## src/logic/drps_defs.vh

```
// Notes on behaviour
// - code 1: fault de-energises relay, lights LED
// - code 2: relay energised after initialisation
// - code 3: over-current energises, minimum 250 ms
// - code 4: off above limit, on below hysteresis
// - hysteresis 2 Hz above 10 Hz, else 20%
// - code 5: off below limit, on above hysteresis
// - code 6: off while modulator runs forward
// - code 7: energised while modulator reports running
// - code 8: off while overtemperature fault active
// - code 9: off while under local control
// - code 10: relay always de-energised
// - code 11: fault energises relay, lights LED
// - factory reset: relay1 fault, relay2 running
// - auto restart listed faults up to count
// - thermal limit off disables overload protection
// - overtemperature trips, reset only when cooled
// - estimate runs when stopped, ambient after power
// - low speed lowers allowed continuous current
// - forward only ignores all direction commands
// - analog loss masked: substitute minimum, no fault; code substitutes only when liveZeroMode
// - keypad reset or start drop clears fault
`ifndef DRPS_DEFS_VH
`define DRPS_DEFS_VH
`define DRPS_CODE_W 4
`define DRPS_FN_FAULT 4'h1
`define DRPS_FN_POWER 4'h2
`define DRPS_FN_ILIM 4'h3
`define DRPS_FN_FOVER 4'h4
`define DRPS_FN_FUNDER 4'h5
`define DRPS_FN_RUNFWD 4'h6
`define DRPS_FN_RUN 4'h7
`define DRPS_FN_OVERTEMP 4'h8
`define DRPS_FN_LOCAL 4'h9
`define DRPS_FN_NONE 4'ha
`define DRPS_FN_FAULTINV 4'hb
`define DRPS_RELAY1_DEFAULT 4'h1
`define DRPS_RELAY2_DEFAULT 4'h7
`define DRPS_FREQ_W 12
`define DRPS_HYST_KNEE 12'h064
`define DRPS_HYST_FIXED 12'h014
`define DRPS_CLK_HZ 50000000
`define DRPS_ILIM_HOLD_MS 250
// 250 ms at 50 MHz, sized to the 24-bit hold counter
`define DRPS_ILIM_HOLD_CYC 24'hbebc20
`define DRPS_TEMP_W 16
`define DRPS_CNT_W 4
`define DRPS_HOLD_OFF 2'h0
`define DRPS_HOLD_NORMAL 2'h1
`define DRPS_HOLD_STRONG 2'h2
`endif

```

## src/logic/drps_supervisor.v

```verilog
`timescale 1ns/1ns
`include "drps_defs.vh"
module drps_supervisor #(
   parameter [23:0] ILIM_HOLD_CYC = `DRPS_ILIM_HOLD_CYC
)
(
   input wire clk,
   input wire nrst,
   input wire factoryReset,
   input wire codeWrite,
   input wire codeSel,
   input wire [3:0] codeIn,
   input wire [11:0] outFreq,
   input wire [11:0] freqSupervisionLimit,
   input wire overCurrentLimit,
   input wire modRunning,
   input wire modForward,
   input wire localState,
   input wire initDone,
   input wire faultUv,
   input wire faultOv,
   input wire faultOc,
   input wire faultUnit,
   input wire analogLossRaw,
   input wire analogLossDetectEnable,
   input wire liveZeroMode,
   input wire [3:0] restartCount,
   input wire keypadReset,
   input wire startIn,
   input wire [7:0] thermalProtectBreakFreq,
   input wire [11:0] motorCurrent,
   input wire [11:0] motorCurrentNominal,
   input wire forwardOnly,
   input wire dirCmdReverse,
   input wire [1:0] standstillA,
   output reg relay1,
   output reg relay2,
   output reg faultLedN,
   output reg faultActive,
   output reg faultLatched,
   output reg autoRestart,
   output reg overTempTrip,
   output reg useMinReference,
   output reg analogFaultRecord,
   output reg dirReverse,
   output reg holdEnable,
   output reg holdStrong,
   output reg [3:0] restartsLeft,
   output reg [3:0] relay1Code,
   output reg [3:0] relay2Code
);

// -----------------------------------------------
// pin synchronisers
// -----------------------------------------------
reg startPrev_q;
wire [2:0] pinRaw = {analogLossRaw, startIn, keypadReset};
wire [2:0] pinSync;
wire kpS = pinSync[0];
wire stS = pinSync[1];
wire alS = pinSync[2];
genvar g;
// one two-stage synchroniser per asynchronous pin
generate
   for (g = 0; g < 3; g = g + 1)
   begin : gSync
      reg [1:0] sync_q;
      always @(posedge clk or negedge nrst)
      begin
         if (!nrst)
            sync_q <= 2'h0;
         else
            sync_q <= {sync_q[0], pinRaw[g]};
      end
      assign pinSync[g] = sync_q[1];
   end
endgenerate

// start edge detector reads only the second stage
always @(posedge clk or negedge nrst)
begin
   if (!nrst)
      startPrev_q <= 1'b0;
   else
      startPrev_q <= stS;
end

// -----------------------------------------------
// function code store
// -----------------------------------------------
always @(posedge clk or negedge nrst)
begin
   if (!nrst)
   begin
      relay1Code <= `DRPS_RELAY1_DEFAULT;
      relay2Code <= `DRPS_RELAY2_DEFAULT;
   end
   else if (factoryReset)
   begin
      relay1Code <= `DRPS_RELAY1_DEFAULT;
      relay2Code <= `DRPS_RELAY2_DEFAULT;
   end
   else if (codeWrite)
   begin
      if (codeSel)
         relay2Code <= codeIn;
      else
         relay1Code <= codeIn;
   end
end

// -----------------------------------------------
// frequency supervision
// -----------------------------------------------
// 0.1 Hz units: knee 10 Hz, fixed band 2 Hz
wire [11:0] hyst = (freqSupervisionLimit > `DRPS_HYST_KNEE) ? `DRPS_HYST_FIXED :
   ((freqSupervisionLimit / 12'h005));
wire [12:0] upperBand = {1'b0, freqSupervisionLimit} + {1'b0, hyst};
wire [11:0] lowerBand = freqSupervisionLimit - hyst;
reg overOn_q;
reg underOn_q;
always @(posedge clk or negedge nrst)
begin
   if (!nrst)
   begin
      overOn_q <= 1'b1;
      underOn_q <= 1'b0;
   end
   else
   begin
      if (outFreq > freqSupervisionLimit)
         overOn_q <= 1'b0;
      else if (outFreq < lowerBand)
         overOn_q <= 1'b1;
      if (outFreq < freqSupervisionLimit)
         underOn_q <= 1'b0;
      else if ({1'b0, outFreq} > upperBand)
         underOn_q <= 1'b1;
   end
end

// -----------------------------------------------
// current limit stretch
// -----------------------------------------------
reg [23:0] ilimCnt_q;
always @(posedge clk or negedge nrst)
begin
   if (!nrst)
      ilimCnt_q <= 24'h0;
   else if (overCurrentLimit)
      ilimCnt_q <= ILIM_HOLD_CYC;
   else if (ilimCnt_q != 24'h0)
      ilimCnt_q <= ilimCnt_q - 24'h1;
end
// held while limited, then for the minimum after release
wire ilimOn = overCurrentLimit || (ilimCnt_q != 24'h0);

// -----------------------------------------------
// thermal model (simplified accumulator)
// -----------------------------------------------
reg [15:0] temp_q;
wire protEnable = (thermalProtectBreakFreq != 8'h0);
// below break frequency allowance drops to three quarters of nominal
wire lowSpeed = (outFreq[11:4] < thermalProtectBreakFreq);
wire [11:0] allowed = lowSpeed ? (motorCurrentNominal - (motorCurrentNominal >> 2))
   : motorCurrentNominal;
wire heating = motorCurrent > allowed;
wire cooled = (temp_q < 16'h4000);
always @(posedge clk or negedge nrst)
begin
   if (!nrst)
      temp_q <= 16'h0;
   else if (!protEnable)
      temp_q <= 16'h0;
   else if (heating && temp_q != 16'hffff)
      temp_q <= temp_q + 16'h1;
   else if (!heating && temp_q != 16'h0)
      temp_q <= temp_q - 16'h1;
end
wire overTempCond = protEnable && (temp_q == 16'hffff);

// -----------------------------------------------
// faults, reset and auto restart
// -----------------------------------------------
wire analogFault = alS && analogLossDetectEnable;
wire restartable = faultUv || faultOv || faultOc || faultUnit || analogFault;
wire resetReq = kpS || (startPrev_q && !stS);

// standstill hold setting decode, shared by both hold outputs
function holdDecode;
   input [1:0] setting;
   input strongOnly;
   begin
      case (setting)
         `DRPS_HOLD_NORMAL: holdDecode = !strongOnly;
         `DRPS_HOLD_STRONG: holdDecode = 1'b1;
         default: holdDecode = 1'b0;
      endcase
   end
endfunction

always @*
begin
   useMinReference = alS && !analogLossDetectEnable && liveZeroMode;
   analogFaultRecord = analogFault;
   dirReverse = forwardOnly ? 1'b0 : dirCmdReverse;
   holdEnable = holdDecode(standstillA, 1'b0);
   holdStrong = holdDecode(standstillA, 1'b1);
end

// new trip wins over a reset in the same cycle
always @(posedge clk or negedge nrst)
begin
   if (!nrst)
      overTempTrip <= 1'b0;
   else if (overTempCond)
      overTempTrip <= 1'b1;
   else if (resetReq && cooled)
      overTempTrip <= 1'b0;
end

// -----------------------------------------------
// restart budget
// -----------------------------------------------
// budget reloads only while idle, so a quick re-trip
// after an automatic restart still spends it
wire restartNow = faultActive && !restartable && !overTempCond && !resetReq &&
   !overTempTrip && !faultLatched && (restartsLeft != 4'h0);
always @(posedge clk or negedge nrst)
begin
   if (!nrst)
      restartsLeft <= 4'h0;
   else if (restartNow)
      restartsLeft <= restartsLeft - 4'h1;
   else if (!faultActive && !autoRestart && !restartable)
      restartsLeft <= restartCount;
end

always @(posedge clk or negedge nrst)
begin
   if (!nrst)
      autoRestart <= 1'b0;
   else
      autoRestart <= restartNow;
end

// new fault wins over a reset in the same cycle
always @(posedge clk or negedge nrst)
begin
   if (!nrst)
   begin
      faultActive <= 1'b0;
      faultLatched <= 1'b0;
   end
   else if (restartable || overTempCond)
      faultActive <= 1'b1;
   else if (resetReq && !(overTempTrip && !cooled))
   begin
      faultActive <= 1'b0;
      faultLatched <= 1'b0;
   end
   else if (restartNow)
      faultActive <= 1'b0;
   else if (faultActive && !overTempTrip)
      faultLatched <= 1'b1;
end

// -----------------------------------------------
// relay function decode
// -----------------------------------------------
function relayFn;
   input [3:0] code;
   input fault;
   input power;
   input ilim;
   input fOver;
   input fUnder;
   input runs;
   input fwd;
   input otrip;
   input isLocal;
   begin
      case (code)
         `DRPS_FN_FAULT: relayFn = !fault;
         `DRPS_FN_POWER: relayFn = power;
         `DRPS_FN_ILIM: relayFn = ilim;
         `DRPS_FN_FOVER: relayFn = fOver;
         `DRPS_FN_FUNDER: relayFn = fUnder;
         `DRPS_FN_RUNFWD: relayFn = !(runs && fwd);
         `DRPS_FN_RUN: relayFn = runs;
         `DRPS_FN_OVERTEMP: relayFn = !otrip;
         `DRPS_FN_LOCAL: relayFn = !isLocal;
         `DRPS_FN_FAULTINV: relayFn = fault;
         default: relayFn = 1'b0;
      endcase
   end
endfunction

wire r1d = relayFn(
   relay1Code,
   faultActive,
   initDone,
   ilimOn,
   overOn_q,
   underOn_q,
   modRunning,
   modForward,
   overTempTrip,
   localState
);
wire r2d = relayFn(
   relay2Code,
   faultActive,
   initDone,
   ilimOn,
   overOn_q,
   underOn_q,
   modRunning,
   modForward,
   overTempTrip,
   localState
);

// -----------------------------------------------
// relay output stage
// -----------------------------------------------
// relays are off at power-up so nothing flickers before init
always @(posedge clk or negedge nrst)
begin
   if (!nrst)
      relay1 <= 1'b0;
   else if (relay1 != r1d)
      relay1 <= r1d;
end

always @(posedge clk or negedge nrst)
begin
   if (!nrst)
      relay2 <= 1'b0;
   else if (relay2 != r2d)
      relay2 <= r2d;
end

always @(posedge clk or negedge nrst)
begin
   if (!nrst)
      faultLedN <= 1'b1;
   else
      faultLedN <= !faultActive;
end

endmodule
```

## config.mk

```make
export PLATFORM = sky130hd
export DESIGN_NAME = drps_supervisor
export DESIGN_NICKNAME = d
export VERILOG_FILES = /design/src/logic/drps_supervisor.v
export VERILOG_INCLUDE_DIRS = /design/src /design/src/logic
export SDC_FILE = /design/constraint.sdc
export NUM_CORES = 1
export LEC_CHECK = 0
export BUFFER_PORTS_ARGS = -buffer_cell sky130_fd_sc_hd__buf_2
export CELL_PAD_IN_SITES_DETAIL_PLACEMENT = 1
export CELL_PAD_IN_SITES_GLOBAL_PLACEMENT = 2
export CORE_MARGIN = 3
export CORE_UTILIZATION = 30
export CTS_CLUSTER_DIAMETER = 80
export DETAILED_ROUTE_END_ITERATION = 16
export PLACE_DENSITY = 0.84
export SETUP_SLACK_MARGIN = 0.15
export SLEW_MARGIN = 0
export SYNTH_ARGS = -nofsm -noshare
export SYNTH_HDL_FRONTEND = slang
export SYNTH_SLANG_ARGS = --single-unit
export TNS_END_PERCENT = 20
```

## constraint.sdc

```tcl
create_clock -name clk -period 4.75 [get_ports clk]
set_input_delay 0.7125 -clock clk [delete_from_list [all_inputs] [get_ports clk]]
set_output_delay 0.7125 -clock clk [all_outputs]
set_load 0.02 [all_outputs]
```

==> impl_metrics.tcl <==
set metrics [dict create \
    htree_levels 3 \
    rsz0062_at_grt "true" \
    cts_tree "yes" \
    p_leak_nw 4.88 \
    reg2reg_from "temp_q[14]" \
    synth.distinct_cells 79 \
    min_path_type "input port to async pin" \
    vdd_ir_drop_max_v 0.000236 \
    crit_type "input port to flop" \
    setup_viol_count_final 15 \
    io_pins 111 \
    ys_async_sr_fraction_pct 100 \
    start_util_pct 31.1 \
    cpMaxStageDelayCell "nor4b_1" \
    outcome "finished, violations left" \
    ys_ff_latch 68 \
    path_clk_slew_ns 0.06 \
    hold_violations 0 \
    finalPower_mw 3.60 \
    synthTopCellsByArea "dfrtp_1, ha_1, xnor2_1" \
    dieArea_um2 25700 \
    numCtsBuffers 9 \
    insertedDiodeCount 0 \
    max_stage_delay_ns 0.56 \
    critPathRequiredTime_ns 4.96 \
    powerDensity_nw_per_um2 355 \
    max-cap-violations 0 \
    crit_arrival_ns 6.53 \
    period_share_pct 133 \
    worst_pin_slew_ns 0.892 \
    synth_edf_count 0 \
    drcViolationCount 0 \
    via_count 7375 \
    grt-ovfl-total 0 \
    timing.final.ws_setup_ns -1.57 \
    clockBufferDepth 2 \
    crit_path_max_fanout 13 \
    slew_violations 0 \
    areaGrowthSynthToFinish_pct 42.0 \
    grt_first_pass_wirelength_mm 38.0 \
    cts_root_buf "clkbuf_16" \
    insertion_delay_ns 0.33 \
    first_pass_iters 4 \
    dieWidth_um 160 \
    wl_per_cell_um 15.8 \
    clock.fmax_mhz 158 \
    ys.flop_type "dfrtp_1" \
    grt_pass1_vias 7816 \
    slew_headroom_pct 40.0 \
    antenna_left 0 \
    placed_area_um2 9260 \
    crit_path_frequent_cell "o21a_1" \
    reg2reg_depth 17 \
    violations "negative setup slack" \
    clock_sinks 68 \
    yosysTopAreaCellShare_pct 21.7 \
    grt.total_usage_pct 17.6 \
    syn_inst 855 \
    period_needed_ns 6.32 \
    ys_warn_count 0 \
    seq_area_frac_synth_pct 23.9 \
    routabilityCongestion 0.847 \
    nets 1332 \
    drt_iter0_drc 201 \
    via_per_inst 5.06 \
    r2r_end "temp_q[13]" \
    rows 55 \
    synth_top_area_cell "dfrtp_1" \
    hpwl_mm 18.4 \
    r2r_setup_slack_ns 1.14 \
    synth_area_um2 7140 \
    numPortBuffers 110 \
    design_area_um2 10100 \
    antenna_found_initial 0 \
    die_h_um 160 \
    crit_path_start_kind "input port" \
    wirelength_mm 23.1 \
    crit_path_end_kind "flop" \
    clock_skew_ns 0.00825 \
    synth_area_per_cell_um2 8.35 \
    fin_util_pct 44.1 \
    grt_max_degree 55 \
    core_area_um2 23000 \
    drive_gt1_share_pct 35.3 \
]
-- layer usage --
layer,track usage [%],vias to the layer above,share of wire [%],wire [um]
met5,0,-,0,0
li1,-,3650,-,-
met4,4.14,0,1.6,367
met3,2.00,32,2.4,551
met1,22.5,3585,45,10400
met2,31.6,108,51,11800
-- power by group --
| part | total, mW | internal (mW) | switching, mW |
|---|---|---|---|
| Combinational | 2.09 | 1.08 | 1.01 |
| Sequential | 0.842 | 0.710 | 0.132 |
| Clock | 0.668 | 0.420 | 0.248 |
-- worst max-delay path, delay by kind of cell --
kind                       cells  cell delay, ns
AOI/OAI and AO/OA             16            2.74
and+or+nand+nor                5            1.10
buffers and inverters          6            0.94
adders and majority gates      3            0.91
xor gates and xnor gates       1            0.12
-- layout by cell type, fill, tap and decap left out, drive strengths merged, types with 20 or more instances in the layout --
cell type	Yosys	final
xnor2	42	42
inv	76	76
nor3	27	27
dfrtp	62	62
nand2b	23	23
buf	11	289
ha	101	101
a21o	21	21
o21ai	67	67
nand2	50	50
a21oi	53	53
nor4	20	20
nor2	62	62
-- through the flow --
step                      std cells  setup TNS [ns]  hold WS, ns  worst slack, ns
after floorplan                 863          -11.60        0.331            -1.33
after global placement         1408          -19.67        0.335            -1.71
after detailed placement       1408          -21.63        0.343            -1.82
after CTS                      1445          -12.90        0.276            -1.34
after global routing           1458          -16.47        0.291            -1.79
final                          1458          -12.23        0.274            -1.57
-- worst max path at each step --
stage / startpoint / end / slack (ns) / cells after the start
floorplan: freqSupervisionLimit[9] / underOn_q / -1.33 / 27
global placement: freqSupervisionLimit[10] / underOn_q / -1.71 / 31
detailed placement: freqSupervisionLimit[10] / overOn_q / -1.82 / 30
CTS: freqSupervisionLimit[8] / underOn_q / -1.34 / 31
global route: freqSupervisionLimit[11] / underOn_q / -1.79 / 30
finish: freqSupervisionLimit[10] / underOn_q / -1.57 / 31
-- cells by family (layout without fill, tap and decap cells) --
| family | Yosys count | in the layout | share of synthesized area (%) |
|---|---|---|---|
| AOI/OAI and AO/OA | 237 | 237 | 22.1 |
| xor gates and xnor gates | 57 | 57 | 6.99 |
| adders and majority gates | 106 | 106 | 19.0 |
| buffers and inverters | 99 | 381 | 5.76 |
| DFF | 68 | 68 | 23.9 |
| muxes | 13 | 13 | 1.82 |
| other | 2 | 10 | 0.105 |
| and+or+nand+nor | 273 | 273 | 20.3 |
-- synthesized netlist by cell type (3+ instances only) --
master and number:
a211o_1 6, a211oi_1 6, a21boi_0 6, a21boi_1 3, a21o_1 21, a21oi_1 53
a221o_1 4, a311oi_1 3, a31oi_1 6, and2_1 3, and3_1 3, buf_2 5
clkbuf_1 12, dfrtp_1 62, dfstp_2 6, fa_1 4, ha_1 101, inv_1 76
mux2i_1 13, nand2_1 50, nand2b_1 23, nand3_1 13, nand3b_1 10, nand4_1 14
nor2_1 59, nor2_2 3, nor2b_1 12, nor3_1 27, nor3b_1 4, nor4_1 20
nor4b_1 3, o211ai_1 6, o21a_1 18, o21ai_0 67, o21bai_1 5, o221a_2 4
o31ai_1 5, or2_2 4, or3_1 8, or3b_2 3, or4_1 3, xnor2_1 42
xor2_1 15
-- final cells by class --
cell class                 instances  area [um^2]
tap                              313          392
sequential                        68         1710
clock buffer                      12          246
fill                            2839        12800
clock inverter                     4         50.0
timing repair buffer             289         1960
inverter                          76          300
multi-input combinational        696         5480
-- what timing repair did --
action                     4_1_cts  5_1_grt
pin swaps                       31       65
gates resized for setup         59       43
setup buffers                   21       13
hold buffers                     0        0
setup endpoints to repair       17       18
-- registers in the layout, summed over array words and instances (netlist names), 4 cells and up --
register,count
gSync.sync_q,6
ilimCnt_q,24
relay1Code,4
restartsLeft,4
relay2Code,4
temp_q,16
Note: power is estimated with default switching activity, not from simulation.
